<file path="src/hw/ppc_pkg.sv">
// Package of constants and types for the parallel programming command decoder.
// Functional notes
// - Read-bits command returns nonvolatile bit mask.
// - Set-security command then zero data write.
// - Security active disables port, refuses commands.
// - Only erase input clears security bit; rst also clears it here.
// - Security set rejects all port access.
// - Memory write: opcode, address low, high, data.
// - Chained data writes auto-increment the address.
package ppc_pkg;
  // ****************************************************************
  // Widths
  // ****************************************************************
  localparam int unsigned PPC_MODE_W = 4;
  localparam int unsigned PPC_DATA_W = 16;
  localparam int unsigned PPC_ADDR_W = 32;
  localparam int unsigned PPC_GPB_W = 16;
  localparam int unsigned PPC_FIFO_DEPTH = 4;
  // ****************************************************************
  // Mode codes and opcodes (arbitrary codes chosen for this block)
  // ****************************************************************
  localparam logic [3:0] PPC_MODE_COMMAND = 4'h1;
  localparam logic [3:0] PPC_MODE_ADDR_LOW = 4'h2;
  localparam logic [3:0] PPC_MODE_ADDR_HIGH = 4'h3;
  localparam logic [3:0] PPC_MODE_DATA = 4'h4;
  localparam logic [15:0] PPC_OP_READ_GPB = 16'h0001;
  localparam logic [15:0] PPC_OP_SET_SECURITY = 16'h0002;
  localparam logic [15:0] PPC_OP_MEM_WRITE = 16'h0003;
  localparam logic [15:0] PPC_SECURITY_DATA = 16'h0000;
  // ****************************************************************
  // Reset values
  // ****************************************************************
  localparam logic [31:0] PPC_ADDR_RST = 32'h0000_0000;
  localparam logic [15:0] PPC_DATA_RST = 16'h0000;

  typedef enum logic [2:0] {
    PPC_IDLE = 3'b000,
    PPC_GPB_READ = 3'b001,
    PPC_SEC_DATA = 3'b010,
    PPC_ADDR_LO = 3'b011,
    PPC_ADDR_HI = 3'b100,
    PPC_WR_DATA = 3'b101
  } ppc_cmd_t;
endpackage

</file>
<file path="src/hw/ppc_top.sv">
// Command decoder of the parallel programming port.
`timescale 1ns/1ps
// ****************************************************************
// Overview
// ****************************************************************
// The programmer moves one step at a time over a level handshake. It
// raises its request with a mode tag and a word, the decoder answers
// with a registered acknowledge, and the request must drop before the
// acknowledge falls and the next step may start.
// A command step chooses what the following steps mean. A data or
// address step outside its command is answered with the error flag
// and sends the decoder back to idle, so a confused programmer can
// always resynchronise with a fresh command step.
// Once the security bit is set every step is still acknowledged, so
// the programmer never hangs, but nothing is carried out and the
// returned word is zero. Only the erase input or a reset clears the bit.
// Memory writes leave through a small buffer, so a slow memory side
// holds a data step unacknowledged rather than losing a word.
// With the memory side stalled for good such a step waits for good,
// so the programmer has to bound its own wait.
module ppc_top (
  // Clock, reset, enable
  input wire logic mclk,
  input wire logic rst,
  input wire logic ce,
  // Programmer handshake step
  input wire logic step_req,
  input wire logic step_write,
  input wire logic [ppc_pkg::PPC_MODE_W-1:0] step_mode,
  input wire logic [ppc_pkg::PPC_DATA_W-1:0] step_data,
  output logic step_ack,
  output logic [ppc_pkg::PPC_DATA_W-1:0] step_rdata,
  output logic step_err,
  // Nonvolatile bits and erase
  input wire logic [ppc_pkg::PPC_GPB_W-1:0] general_purpose_nonvolatile_bits,
  input wire logic erase_done,
  output logic security_bit,
  // Memory write stream
  output logic mem_valid,
  input wire logic mem_ready,
  output logic [ppc_pkg::PPC_ADDR_W-1:0] mem_addr,
  output logic [ppc_pkg::PPC_DATA_W-1:0] mem_data
);
  import ppc_pkg::*;

  // ****************************************************************
  // State
  // ****************************************************************
  typedef struct packed {
    ppc_cmd_t cmd;
    logic [PPC_ADDR_W-1:0] addr;
    logic [PPC_DATA_W-1:0] rdata;
    logic ack;
    logic err;
    logic secure;
  } ppc_st_t;
  ppc_st_t st_r, st_nxt;

  logic fifo_in_valid, fifo_in_ready;
  logic [PPC_ADDR_W+PPC_DATA_W-1:0] fifo_out;
  logic new_step;
  logic is_cmd_wr, is_addr_lo_wr, is_addr_hi_wr, is_data_wr, is_data_rd;
  logic is_secure_word;
  logic [PPC_ADDR_W-1:0] addr_inc;
  logic [PPC_ADDR_W+PPC_DATA_W-1:0] fifo_in_data;

  // A step is taken once per request; ack stays up until req drops.
  assign new_step = step_req && !st_r.ack;
  assign step_ack = st_r.ack;
  assign step_rdata = st_r.rdata;
  assign step_err = st_r.err;
  assign security_bit = st_r.secure;
  assign mem_addr = fifo_out[PPC_ADDR_W+PPC_DATA_W-1:PPC_DATA_W];
  assign mem_data = fifo_out[PPC_DATA_W-1:0];

  // ****************************************************************
  // Step classification
  // ****************************************************************
  // The mode tag says what the word is, and the direction must match
  // too, so a read step tagged as a command is treated as out of order.
  assign is_cmd_wr = (step_mode == PPC_MODE_COMMAND) && step_write;
  assign is_addr_lo_wr = (step_mode == PPC_MODE_ADDR_LOW) && step_write;
  assign is_addr_hi_wr = (step_mode == PPC_MODE_ADDR_HIGH) && step_write;
  assign is_data_wr = (step_mode == PPC_MODE_DATA) && step_write;
  assign is_data_rd = (step_mode == PPC_MODE_DATA) && !step_write;
  // Any word but the agreed one leaves the security bit alone.
  assign is_secure_word = is_data_wr && (step_data == PPC_SECURITY_DATA);
  // The address wraps at the top of the space rather than saturating.
  assign addr_inc = st_r.addr + 32'h0000_0001;
  assign fifo_in_data = {st_r.addr, step_data};

  // ****************************************************************
  // Step decoder
  // ****************************************************************
  always_comb begin
    st_nxt = st_r;
    fifo_in_valid = 1'b0;
    // The acknowledge falls one edge after the request is seen low.
    if (!step_req) begin
      st_nxt.ack = 1'b0;
    end
    if (erase_done) begin
      // Erase wipes the flash first; only then may security drop.
      st_nxt.secure = 1'b0;
      st_nxt.cmd = PPC_IDLE;
    end else if (new_step && st_r.secure) begin
      // Acknowledge so the programmer is not hung, but flag refusal.
      st_nxt.ack = 1'b1;
      st_nxt.err = 1'b1;
      st_nxt.rdata = PPC_DATA_RST;
    end else if (new_step) begin
      st_nxt.ack = 1'b1;
      st_nxt.err = 1'b0;
      // Only a read step leaves a word standing; every other answer,
      // refused ones included, shows zero so no stale mask leaks out.
      st_nxt.rdata = PPC_DATA_RST;
      if (is_cmd_wr) begin
        case (step_data)
          PPC_OP_READ_GPB: st_nxt.cmd = PPC_GPB_READ;
          PPC_OP_SET_SECURITY: st_nxt.cmd = PPC_SEC_DATA;
          PPC_OP_MEM_WRITE: st_nxt.cmd = PPC_ADDR_LO;
          default: begin
            st_nxt.cmd = PPC_IDLE;
            st_nxt.err = 1'b1;
          end
        endcase
      end else begin
        case (st_r.cmd)
          PPC_GPB_READ: begin
            // The mask is taken as the pins show it at this edge.
            if (is_data_rd) begin
              st_nxt.rdata = general_purpose_nonvolatile_bits;
            end else begin
              st_nxt.err = 1'b1;
            end
            st_nxt.cmd = PPC_IDLE;
          end
          PPC_SEC_DATA: begin
            // Any other word is refused, so a stray write cannot lock.
            if (is_secure_word) begin
              st_nxt.secure = 1'b1;
            end else begin
              st_nxt.err = 1'b1;
            end
            st_nxt.cmd = PPC_IDLE;
          end
          PPC_ADDR_LO: begin
            if (is_addr_lo_wr) begin
              st_nxt.addr[15:0] = step_data;
              st_nxt.cmd = PPC_ADDR_HI;
            end else begin
              st_nxt.err = 1'b1;
              st_nxt.cmd = PPC_IDLE;
            end
          end
          PPC_ADDR_HI: begin
            if (is_addr_hi_wr) begin
              st_nxt.addr[31:16] = step_data;
              st_nxt.cmd = PPC_WR_DATA;
            end else begin
              st_nxt.err = 1'b1;
              st_nxt.cmd = PPC_IDLE;
            end
          end
          PPC_WR_DATA: begin
            if (is_data_wr) begin
              // Hold the step unacknowledged while the buffer is full;
              // the address moves only when the word is really taken.
              if (fifo_in_ready) begin
                fifo_in_valid = 1'b1;
                st_nxt.addr = addr_inc;
              end else begin
                st_nxt.ack = 1'b0;
              end
            end else if (is_addr_lo_wr) begin
              // A new low half restarts the chain at a fresh address.
              st_nxt.addr[15:0] = step_data;
              st_nxt.cmd = PPC_ADDR_HI;
            end else begin
              st_nxt.err = 1'b1;
              st_nxt.cmd = PPC_IDLE;
            end
          end
          // Idle or an unknown state: only a command step is expected.
          default: begin
            st_nxt.err = 1'b1;
            st_nxt.cmd = PPC_IDLE;
          end
        endcase
      end
    end
  end

  // ****************************************************************
  // State register
  // ****************************************************************
  // A low enable freezes the decoder together with the buffer.
  always_ff @(posedge mclk) begin
    if (rst) begin
      st_r <= '{
        cmd: PPC_IDLE,
        addr: PPC_ADDR_RST,
        rdata: PPC_DATA_RST,
        ack: 1'b0,
        err: 1'b0,
        secure: 1'b0
      };
    end else if (ce) begin
      st_r <= st_nxt;
    end
  end

  // ****************************************************************
  // Write buffer
  // ****************************************************************
  // Each entry pairs the word with the address it was taken at, so the
  // memory side always sees both change together.
  ppc_fifo #(
    .WIDTH(PPC_ADDR_W + PPC_DATA_W),
    .DEPTH(PPC_FIFO_DEPTH)
  ) u_fifo (
    .clk(mclk),
    .rst(rst),
    .ce(ce),
    .in_valid(fifo_in_valid),
    .in_ready(fifo_in_ready),
    .in_data(fifo_in_data),
    .out_valid(mem_valid),
    .out_ready(mem_ready),
    .out_data(fifo_out)
  );
endmodule

</file>
<file path="src/hw/ppc_fifo.sv">
// Small synchronous FIFO with valid/ready on both sides.
`timescale 1ns/1ps
module ppc_fifo #(
  parameter int unsigned WIDTH = 48,
  parameter int unsigned DEPTH = 4
) (
  // Clock and reset
  input wire logic clk,
  input wire logic rst,
  input wire logic ce,
  // Fill side
  input wire logic in_valid,
  output logic in_ready,
  input wire logic [WIDTH-1:0] in_data,
  // Drain side
  output logic out_valid,
  input wire logic out_ready,
  output logic [WIDTH-1:0] out_data
);
  localparam int unsigned AW = $clog2(DEPTH);
  typedef struct packed {
    logic [DEPTH-1:0][WIDTH-1:0] mem;
    logic [AW-1:0] wp;
    logic [AW-1:0] rp;
    logic [AW:0] cnt;
  } ppc_fifo_st_t;
  ppc_fifo_st_t st_r, st_nxt;
  logic push, pop;

  assign in_ready = (st_r.cnt != (AW+1)'(DEPTH));
  assign out_valid = (st_r.cnt != '0);
  assign out_data = st_r.mem[st_r.rp];
  assign push = in_valid && in_ready && ce;
  assign pop = out_valid && out_ready && ce;

  always_comb begin
    st_nxt = st_r;
    if (push) begin
      st_nxt.mem[st_r.wp] = in_data;
      st_nxt.wp = (st_r.wp == AW'(DEPTH-1)) ? '0 : st_r.wp + 1'b1;
    end
    if (pop) begin
      st_nxt.rp = (st_r.rp == AW'(DEPTH-1)) ? '0 : st_r.rp + 1'b1;
    end
    st_nxt.cnt = st_r.cnt + (AW+1)'(push) - (AW+1)'(pop);
  end

  always_ff @(posedge clk) begin
    if (rst) begin
      st_r <= '0;
    end else begin
      st_r <= st_nxt;
    end
  end
endmodule

</file>
<file path="config.mk">
export PLATFORM = sky130hd
export DESIGN_NAME = ppc_top
export DESIGN_NICKNAME = d
export VERILOG_FILES = /design/src/hw/ppc_pkg.sv /design/src/hw/ppc_top.sv /design/src/hw/ppc_fifo.sv
export SDC_FILE = /design/constraint.sdc
export NUM_CORES = 1
export LEC_CHECK = 0
export BUFFER_PORTS_ARGS = -buffer_cell sky130_fd_sc_hd__buf_2
export CORE_MARGIN = 10
export CORE_UTILIZATION = 64
export CTS_CLUSTER_DIAMETER = 80
export CTS_CLUSTER_SIZE = 28
export DETAILED_ROUTE_END_ITERATION = 6
export PLACE_DENSITY_LB_ADDON = 0.2
export SLEW_MARGIN = 15
export SYNTH_ARGS = -nofsm -noshare
export SYNTH_HDL_FRONTEND = slang
export SYNTH_SLANG_ARGS = --single-unit
</file>
<file path="constraint.sdc">
create_clock -name mclk -period 6.7 [get_ports mclk]
set_clock_uncertainty 0.05 [all_clocks]
set_input_delay 0.67 -clock mclk [delete_from_list [all_inputs] [get_ports mclk]]
set_output_delay 0.67 -clock mclk [all_outputs]
set_load 0.01 [all_outputs]
</file>
-- Word-level counts from Yosys, hierarchy flattened
Cells that the tools add are included.
- add/subtract/negate cells: 5
- magnitude comparators: 3
- equality and inequality tests: 22
- multiplexer cells: 51
- bitwise gates (word level): 3
- reduce and logical (&&, ||, !) cells: 29
- operators by type and width (operator ; number):
    192-bit bitwise mux ; 1
    48-bit binary-select mux with 2-bit select ; 1
    48-bit demux with 2-bit select ; 1
    16-bit two-way mux ; 6
    48-bit two-way mux ; 2
    16-bit case mux with 2 select lines ; 2
    54-bit two-way mux ; 1
    49-bit two-way mux ; 1
    35-bit two-way mux ; 1
    32-bit by 1-bit adder with 32-bit output, second input constant ; 1
    16-bit by 2-bit == test with 1-bit output, second input constant ; 2
    32-bit two-way mux ; 1
    1-bit two-way mux ; 22
    18-bit two-way mux ; 1
    16-bit by 1-bit == test with 1-bit output, second input constant ; 1
    16-bit zero test ; 1
    3-bit two-way mux ; 5
    1-bit logical AND ; 13
    2-bit nonzero test ; 6
    3-bit case mux with 3 select lines ; 1
    9-bit AND reduction ; 1
    4-bit by 2-bit == test with 1-bit output, second input constant ; 2
    2-bit inequality test, second input constant ; 4
    7-bit AND reduction ; 1
    25 further kinds ; 35
- register bits: 253
- output and inout port bits: 68
- logic and storage cells: 127

-- Depth between registers and ports, before layout
Gate-level depths: netlist (run 1).
- depth after elaboration: 12
- depth in mapped cells: 11
- depth with buffers taken out: 10

-- Hierarchy
From an unflattened synthesis (run 1), not the netlist that was laid out.
- cell total of the unflattened synthesis: 1214
- area, all modules: 12610.8 sq um
- modules (own cells, without submodules) (module ; times used ; cells each ; area an instance (sq um)):
    ppc_fifo ; 1 ; 782 ; 9178.8
    ppc_top ; 1 ; 432 ; 3432.0

-- Worst setup path before layout (run 1)
Ideal clock, no wire load.
- kind: in2reg
- from: input step_mode[1] in the netlist's numbering
- to: register u_fifo.st_r[1] in the netlist's numbering
- library setup time: 0.127 ns
- data arrival time: 2.666 ns
- required time: 6.523 ns
- path slack: 3.857 ns
- cell stages on the path: 9
- path buffers: 2
- cells stage by stage: or4b_1 -> clkbuf_1 -> nor2_2 -> buf_2 -> nand3_1 -> inv_1 -> ha_1 -> fa_1 -> nor2b_1
- RTL lines (what ; RTL line ; RTL):
    start, declared ; ppc_top.sv:29 ; input wire logic [ppc_pkg::PPC_MODE_W-1:0] step_mode,
    end signal, assigned ; ppc_fifo.sv:52 ; st_r <= st_nxt;
    end, declared ; ppc_fifo.sv:27 ; ppc_fifo_st_t st_r, st_nxt;

-- Worst setup path in the final report (run 1)
- from: register st_r, in the netlist step_ack
- to: register u_fifo.st_r[178] in the netlist's numbering
- word-level cells in the longest chain between the ends: 7
- elaborated cells between the ends (all ways): 8
- those cells by class: mux: 3; reduce/logical: 5
- ends and longest elaborated chain (what ; RTL line ; RTL):
    start, declared ; ppc_top.sv:57 ; ppc_st_t st_r, st_nxt;
    start signal, assigned ; ppc_top.sv:200 ; st_r <= '{
    start signal, assigned ; ppc_top.sv:209 ; st_r <= st_nxt;
    1-bit zero test (*) ; ppc_top.sv:68 ; assign new_step = step_req && !st_r.ack;
    1-bit logical AND (*) ; ppc_top.sv:68 ;
    1-bit two-way mux or 1-bit logical AND (tied branches) ; ppc_top.sv:111, ppc_top.sv:106 ;
    1-bit two-way mux (*) ; ppc_top.sv:106 ; end else if (new_step && st_r.secure) begin
    1-bit two-way mux (*) ; ppc_top.sv:102 ; if (erase_done) begin
    1-bit logical AND (*) (2 in a row) ; ppc_fifo.sv:33 ; assign push = in_valid && in_ready && ce;
Mark *: on every way between the ends. The rest lies on a longest branch, timed or not.
A chain may end at the register's enable or synchronous reset.

==> results of run 1 <==
==> state kept, by name, summed over array words and instances, names as in the netlist <==
signal	flops
step_rdata	16
step_ack	1
step_err	1
security_bit	1
fifo_in_data	32
u_fifo.st_r	199
st_r	3
==> synthesized netlist by cell type, types with 3 or more instances <==
master	instances	area, sq um
and3_1	3	18.8
buf_1	6	22.5
nor4_1	7	43.8
mux2i_1	4	40.0
a22oi_1	17	128
clkbuf_1	114	428
nor4b_1	3	26.3
inv_1	17	63.8
buf_2	19	95.1
nand3_1	14	70.1
o2bb2ai_1	3	26.3
nand2_1	426	1600
dfxtp_1	253	5060
a21oi_1	226	1130
nor2_1	35	131
a21o_1	11	82.6
ha_1	8	100
a31oi_1	7	43.8
or4_1	8	60.1
o31ai_1	8	60.1
o31a_1	3	26.3
o21ai_1	15	75.1
or3_1	5	31.3
o22ai_1	8	50.1
buf_4	16	120
nor3_1	13	65.1
and4_1	7	61.3
nand4_1	30	188
a211oi_1	14	105
mux4_2	48	1080
nor2b_1	5	31.3
a221oi_1	3	26.3
o21ai_0	8	40.0
o32ai_1	6	52.6
==> cell type report <==
cell class | instances | area [sq um] | area share [%]
clock buffer | 14 | 329 | 2.68
inverter | 17 | 63.8 | 0.519
multi-input combinational | 986 | 5800 | 47.2
tap | 229 | 287 | 2.33
sequential | 253 | 5070 | 41.3
antenna | 1 | 2.50 | 0.0204
timing repair buffer | 127 | 696 | 5.66
clock inverter | 4 | 38.8 | 0.316
==> cells by family after synthesis <==
logic type | after synthesis
adder cells (fa/ha/maj) | 9
multiplexers | 53
AO/OA/AOI/OAI | 346
buffers and inverters | 172
flip-flops | 253
AND/OR/NAND/NOR | 576
XOR/XNOR | 2
==> through the flow <==
stage	cells	setup WS, ns
after global routing	1631	2.59
after CTS	1629	2.92
after detailed placement	1611	2.49
after floorplan	1411	3.86
final	1631	2.86
after global placement	1610	2.43
==> layer usage <==
| metal | routed length (microns) | share of wire [%] | track usage [%] |
|---|---|---|---|
| met5 | 13 | 0.041 | 0 |
| met4 | 1270 | 4.0 | 10.4 |
| met3 | 2540 | 8.1 | 4.85 |
| met2 | 14700 | 47 | 39.6 |
| met1 | 12900 | 41 | 33.4 |
==> power groups by stage <==
stage	Clock [uW]	Combinational [uW]	Sequential [uW]
2_1_floorplan	0	96.9	1550
3_3_place_gp	0	137	1560
3_5_place_dp	0	139	1560
4_1_cts	876	140	1530
5_1_grt	924	153	1530
6_report	857	142	1530
==> worst max-delay path by stage <==
stage / slack (ns) / endpoint
floorplan: 3.86 / u_fifo.st_r[1]$_SDFF_PP0_
global placement: 2.43 / u_fifo.st_r[63]$_SDFFE_PP0P_
detailed placement: 2.49 / u_fifo.st_r[23]$_SDFFE_PP0P_
CTS: 2.92 / u_fifo.st_r[39]$_SDFFE_PP0P_
global route: 2.59 / u_fifo.st_r[157]$_SDFFE_PP0P_
finish: 2.86 / u_fifo.st_r[178]$_SDFFE_PP0P_
==> critical path: cells and delay by family (launching register included) <==
kind | cells | cell delay, ns
simple gates | 4 | 2.55
buf+inv | 1 | 0.62
flops | 1 | 0.36
compound gates | 1 | 0.06
==> flow_summary.ini, run 1 <==
[worst_setup_path]
cp-end-kind = register
start_kind = register
crit_arrival_ns = 4.11
rr_worst_depth = 6
r2r_end = u_fifo.st_r[178]$_SDFFE_PP0P_
crit_required_ns = 6.97
startpoint = step_ack$_SDFFE_PP0P_
rrSetupSlack_ns = 2.86
crit_type = register to register
slowest_delay_ns = 1.04
crit_chain = nand4bb_1, nor2_1, nand4_1, buf_4, nand2_1, a21oi_1
cp_slowest_cell = nand4_1
path_max_fanout = 27
timing.rr.start = step_ack$_SDFFE_PP0P_

[cts]
postCtsHoldBufs = 0
h-tree-depth = 1
cts.sinks = 253
cts_repair_resize_count = 0
cts_buffer_depth = 3
clockRootBuffer = clkbuf_16
clk_pin_slew_ns = 0.10
cts_made_buffers = 13
worstSkewPairLatency_ns = 0.48
cts_tree = built
cts_setup_buffers = 0

[power]
p_leak_uw = 0.00408
ir_drop_v = 0.000251
combPwrFrac_pct = 5.6
finalPower_uw = 2530
netSwitchingFraction_pct = 23.8
p_int_uw = 1920
p_per_area_nw_per_um2 = 205
p_clk_share_pct = 33.9
switching_power_uw = 602
seqPwrFrac_pct = 60.5

[timing]
rsz0062_at_grt = false
finalHoldViolCount = 0
worst_pin_slew_ns = 1.21
finalCritPeriodShare_pct = 57.3
fmax_ghz = 0.261
slew_violations = 0
setup-violations-final = 0
fin_hold_ws_ns = 0.368
final.min_clock_period_ns = 3.84
setup_tns_ns = 0
maxSlewHeadroom_pct = 19.2

[yosys]
async_flop_share_pct = 0
synth_xor_area_share_pct = 0.151
synth_nets = 1463
synth-adder-area-share_pct = 1.04
yosysUniqueCellTypes = 64
ys_seq_area_share_pct = 43.7
synth_mux_area_share_pct = 9.78
ys_warn_count = 0
synthesis.area_sq_um = 11600
synthCells = 1411
synth_top_family_by_area = simple AND/OR/NAND/NOR gates
synth_ff_type = dfxtp_1
avgSynthCellArea_sq_um = 8.21
yosys.area_share.simple_pct = 21.5
synth_compound_area_share_pct = 17.5
synth-edff-count = 0
synth-seq-cells = 253

[floorplan]
die_width_microns = 155
core-area_sq_um = 17900
die_area_sq_um = 23900
start_util_pct = 64.7
fp.dieH_microns = 155
row_count = 49
io_pins = 111

[flow_run]
drv_cap = 0

[worst_hold_path]
hold_start = general_purpose_nonvolatile_bits[8]
hold_depth = 3
hp-class = primary input to register
whs_endpoint = step_rdata[8]$_SDFFE_PP0P_

[run_status]
outcome = finished clean

[global_route]
grt_start_max_net_pins = 93
track_usage_pct = 25.2
antenna_found_initial = 3
grt_overflow_total = 0
grt_first_pass_wirelength_microns = 50800
grt_pass1_vias = 9711

[layout]
fin_util_pct = 68.6
syn_to_final_growth_pct = 6.12
nNetsFinal = 1450
fin_area_sq_um = 12300
final_common_cell = nand2_1
layout_common_cells = nand2_1, dfxtp_1, a21oi_1, buf_2, mux4_2
fill_cells = 1475
drive_gt1_share_pct = 14.5

[place]
placed_area_sq_um = 11900
portBuffers = 110
dpl.hpwl_microns = 19800
globalplace.congestion = 0.917

[route]
vias = 10256
ant_nets = 0
via_per_inst = 6.29
drc = 0
dr.pass1.iters = 6
first_iter_violations = 1046
drt_wl_total_microns = 31400
wl_per_cell_microns = 19.3
(Power assumes the default switching activity.)
==> inputs of run 2 (changes only) <==
--- a/config.mk
+++ b/config.mk
@@ -7,7 +7,7 @@
 export LEC_CHECK = 0
 export BUFFER_PORTS_ARGS = -buffer_cell sky130_fd_sc_hd__buf_2
 export CORE_MARGIN = 10
-export CORE_UTILIZATION = 64
+export CORE_UTILIZATION = 59
 export CTS_CLUSTER_DIAMETER = 80
 export CTS_CLUSTER_SIZE = 28
 export DETAILED_ROUTE_END_ITERATION = 6
==> constraint.sdc (replaced) <==
create_clock -name mclk -period 3.7 [get_ports mclk]
set_clock_uncertainty 0.05 [all_clocks]
set_input_delay 0.37 -clock mclk [delete_from_list [all_inputs] [get_ports mclk]]
set_output_delay 0.37 -clock mclk [all_outputs]
set_load 0.01 [all_outputs]
==> flow_summary.ini, run 2 (synthesis gave the netlist of run 1 again) <==
[run_status]
outcome = finished clean

[worst_setup_path]
crit_required_ns = 4.06
crit_type = register to register
start_kind = register
rrSetupSlack_ns = 1.02
r2r_end = fifo_in_data[18]$_SDFFE_PP0P_
path_max_fanout = 17
crit_chain = and3b_1, nand3_1, buf_4, a2111oi_4, o21ai_1, a221oi_1
crit_arrival_ns = 3.04
slowest_delay_ns = 0.63
cp_slowest_cell = dfxtp_1
crit_family = compound AO/OA/AOI/OAI gates
timing.rr.start = st_r[51]$_SDFFE_PP0P_
cp_num_buf_inv = 1
cp-end-kind = register
rr_worst_depth = 6

[cts]
cts_setup_buffers = 0
worstSkewPairLatency_ns = 0.50
cts_repair_resize_count = 0
cts_tree = built
postCtsHoldBufs = 0
clk_pin_slew_ns = 0.11
cts.sinks = 253
h-tree-depth = 1
clockRootBuffer = clkbuf_16
cts_made_buffers = 14
cts_buffer_depth = 3

[global_route]
track_usage_pct = 23.4
grt_pass1_vias = 9661
grt_first_pass_wirelength_microns = 50600
grt_start_max_net_pins = 83
grt_overflow_total = 0
antenna_found_initial = 1

[route]
vias = 10131
drc = 0
first_iter_violations = 1023
via_per_inst = 6.02
wl_per_cell_microns = 18.6
ant_nets = 0
dr.pass1.iters = 5
drt_wl_total_microns = 31400

[floorplan]
row_count = 51
io_pins = 111
core-area_sq_um = 19400
die_area_sq_um = 25600
fp.dieH_microns = 160
die_width_microns = 160
start_util_pct = 59.7

[place]
portBuffers = 110
globalplace.congestion = 0.924
placed_area_sq_um = 12100
post-place-ws_ns = 0.990
dpl.hpwl_microns = 19700

[timing]
final.min_clock_period_ns = 2.68
finalCritPeriodShare_pct = 72.5
setup-violations-final = 0
rsz0062_at_grt = false
finalHoldViolCount = 0
maxSlewHeadroom_pct = 30.4
worst_pin_slew_ns = 1.04
fmax_ghz = 0.373
slew_violations = 0
fin_ws_ns = 1.02
setup_tns_ns = 0

[layout]
regMostFlops = u_fifo.st_r
layout_common_cells = nand2_1, dfxtp_1, a21oi_1, buf_2, mux4_2
final_common_cell = nand2_1
drive_gt1_share_pct = 15.6
register_area_sq_um = 5070
fill_cells = 1754
nNetsFinal = 1463
syn_to_final_growth_pct = 8.18
largest_reg_flops = 199
fin_area_sq_um = 12500
multi_input_comb_area_sq_um = 5800

[power]
p_leak_uw = 0.00417
p_per_area_nw_per_um2 = 381
ir_drop_v = 0.000433

[worst_hold_path]
hp-class = primary input to register
hold_start = general_purpose_nonvolatile_bits[15]
hold_depth = 3
whs_endpoint = step_rdata[15]$_SDFFE_PP0P_

[flow_run]
drv_cap = 0
[run 2: cell types whose count changed in the layout (fill, tap and decap cells not counted), sizes merged]
cell / delta
clkinv: -2
clkbuf: +1
inv: +4
clkinvlp: +2
buf: +12
[run 2: power by group]
part	leakage [uW]	switching (uW)	internal (uW)
registers	0.00204	28.4	2730
logic	0.00192	171	93.5
clock network	0.000213	976	773
[run 2: how the worst max path moves through the flow]
stage / to / slack (ns) / cells past startpoint / startpoint
2_1_floorplan: u_fifo.st_r[1]$_SDFF_PP0_ / 1.16 / 9 / step_mode[1]
3_3_place_gp: u_fifo.st_r[1]$_SDFF_PP0_ / 1.02 / 8 / step_mode[1]
3_5_place_dp: u_fifo.st_r[1]$_SDFF_PP0_ / 0.99 / 8 / step_mode[1]
4_1_cts: mem_addr[13] / 1.01 / 3 / u_fifo.st_r[4]$_SDFFE_PP0P_
5_1_grt: fifo_in_data[22]$_SDFFE_PP0P_ / 0.76 / 6 / st_r[51]$_SDFFE_PP0P_
6_report: fifo_in_data[18]$_SDFFE_PP0P_ / 1.02 / 6 / st_r[51]$_SDFFE_PP0P_
[run 2: area by class of cell]
type	instances	share of cell area, %
Tap cell	265	2.65
Sequential cell	253	40.5
Antenna cell	1	0.0200
Multi-Input combinational cell	986	46.3
Timing Repair Buffer	139	6.48
Clock inverter	8	0.559
Inverter	17	0.509
Clock buffer	15	3.00
[run 2: routing by layer]
metal,global-route usage [%],wire length [microns],vias to the layer above
met5,0,0,-
li1,-,-,4889
met4,6.43,755,0
met2,38.6,15100,358
met3,3.62,1880,42
met1,31.1,13600,4842
[run 2: per-stage QoR]
stage	hold slack, ns	power [uW]	util, %	cells
global placement	0.384	3080	62.3	1660
CTS	0.0524	4800	64.6	1683
detailed placement	0.390	3080	62.3	1660
finish	0.0590	4770	64.6	1684
floorplan	0.379	2980	-	1411
global route	0.0559	4920	64.6	1684
[run 2: worst reg2reg max path: cells and delay by family (launching register included)]
family,cells,cell delay (ns)
buffers and inverters,1,0.22
DFF,1,0.63
and+or+nand+nor,2,0.69
AOI/OAI and AO/OA,3,0.99
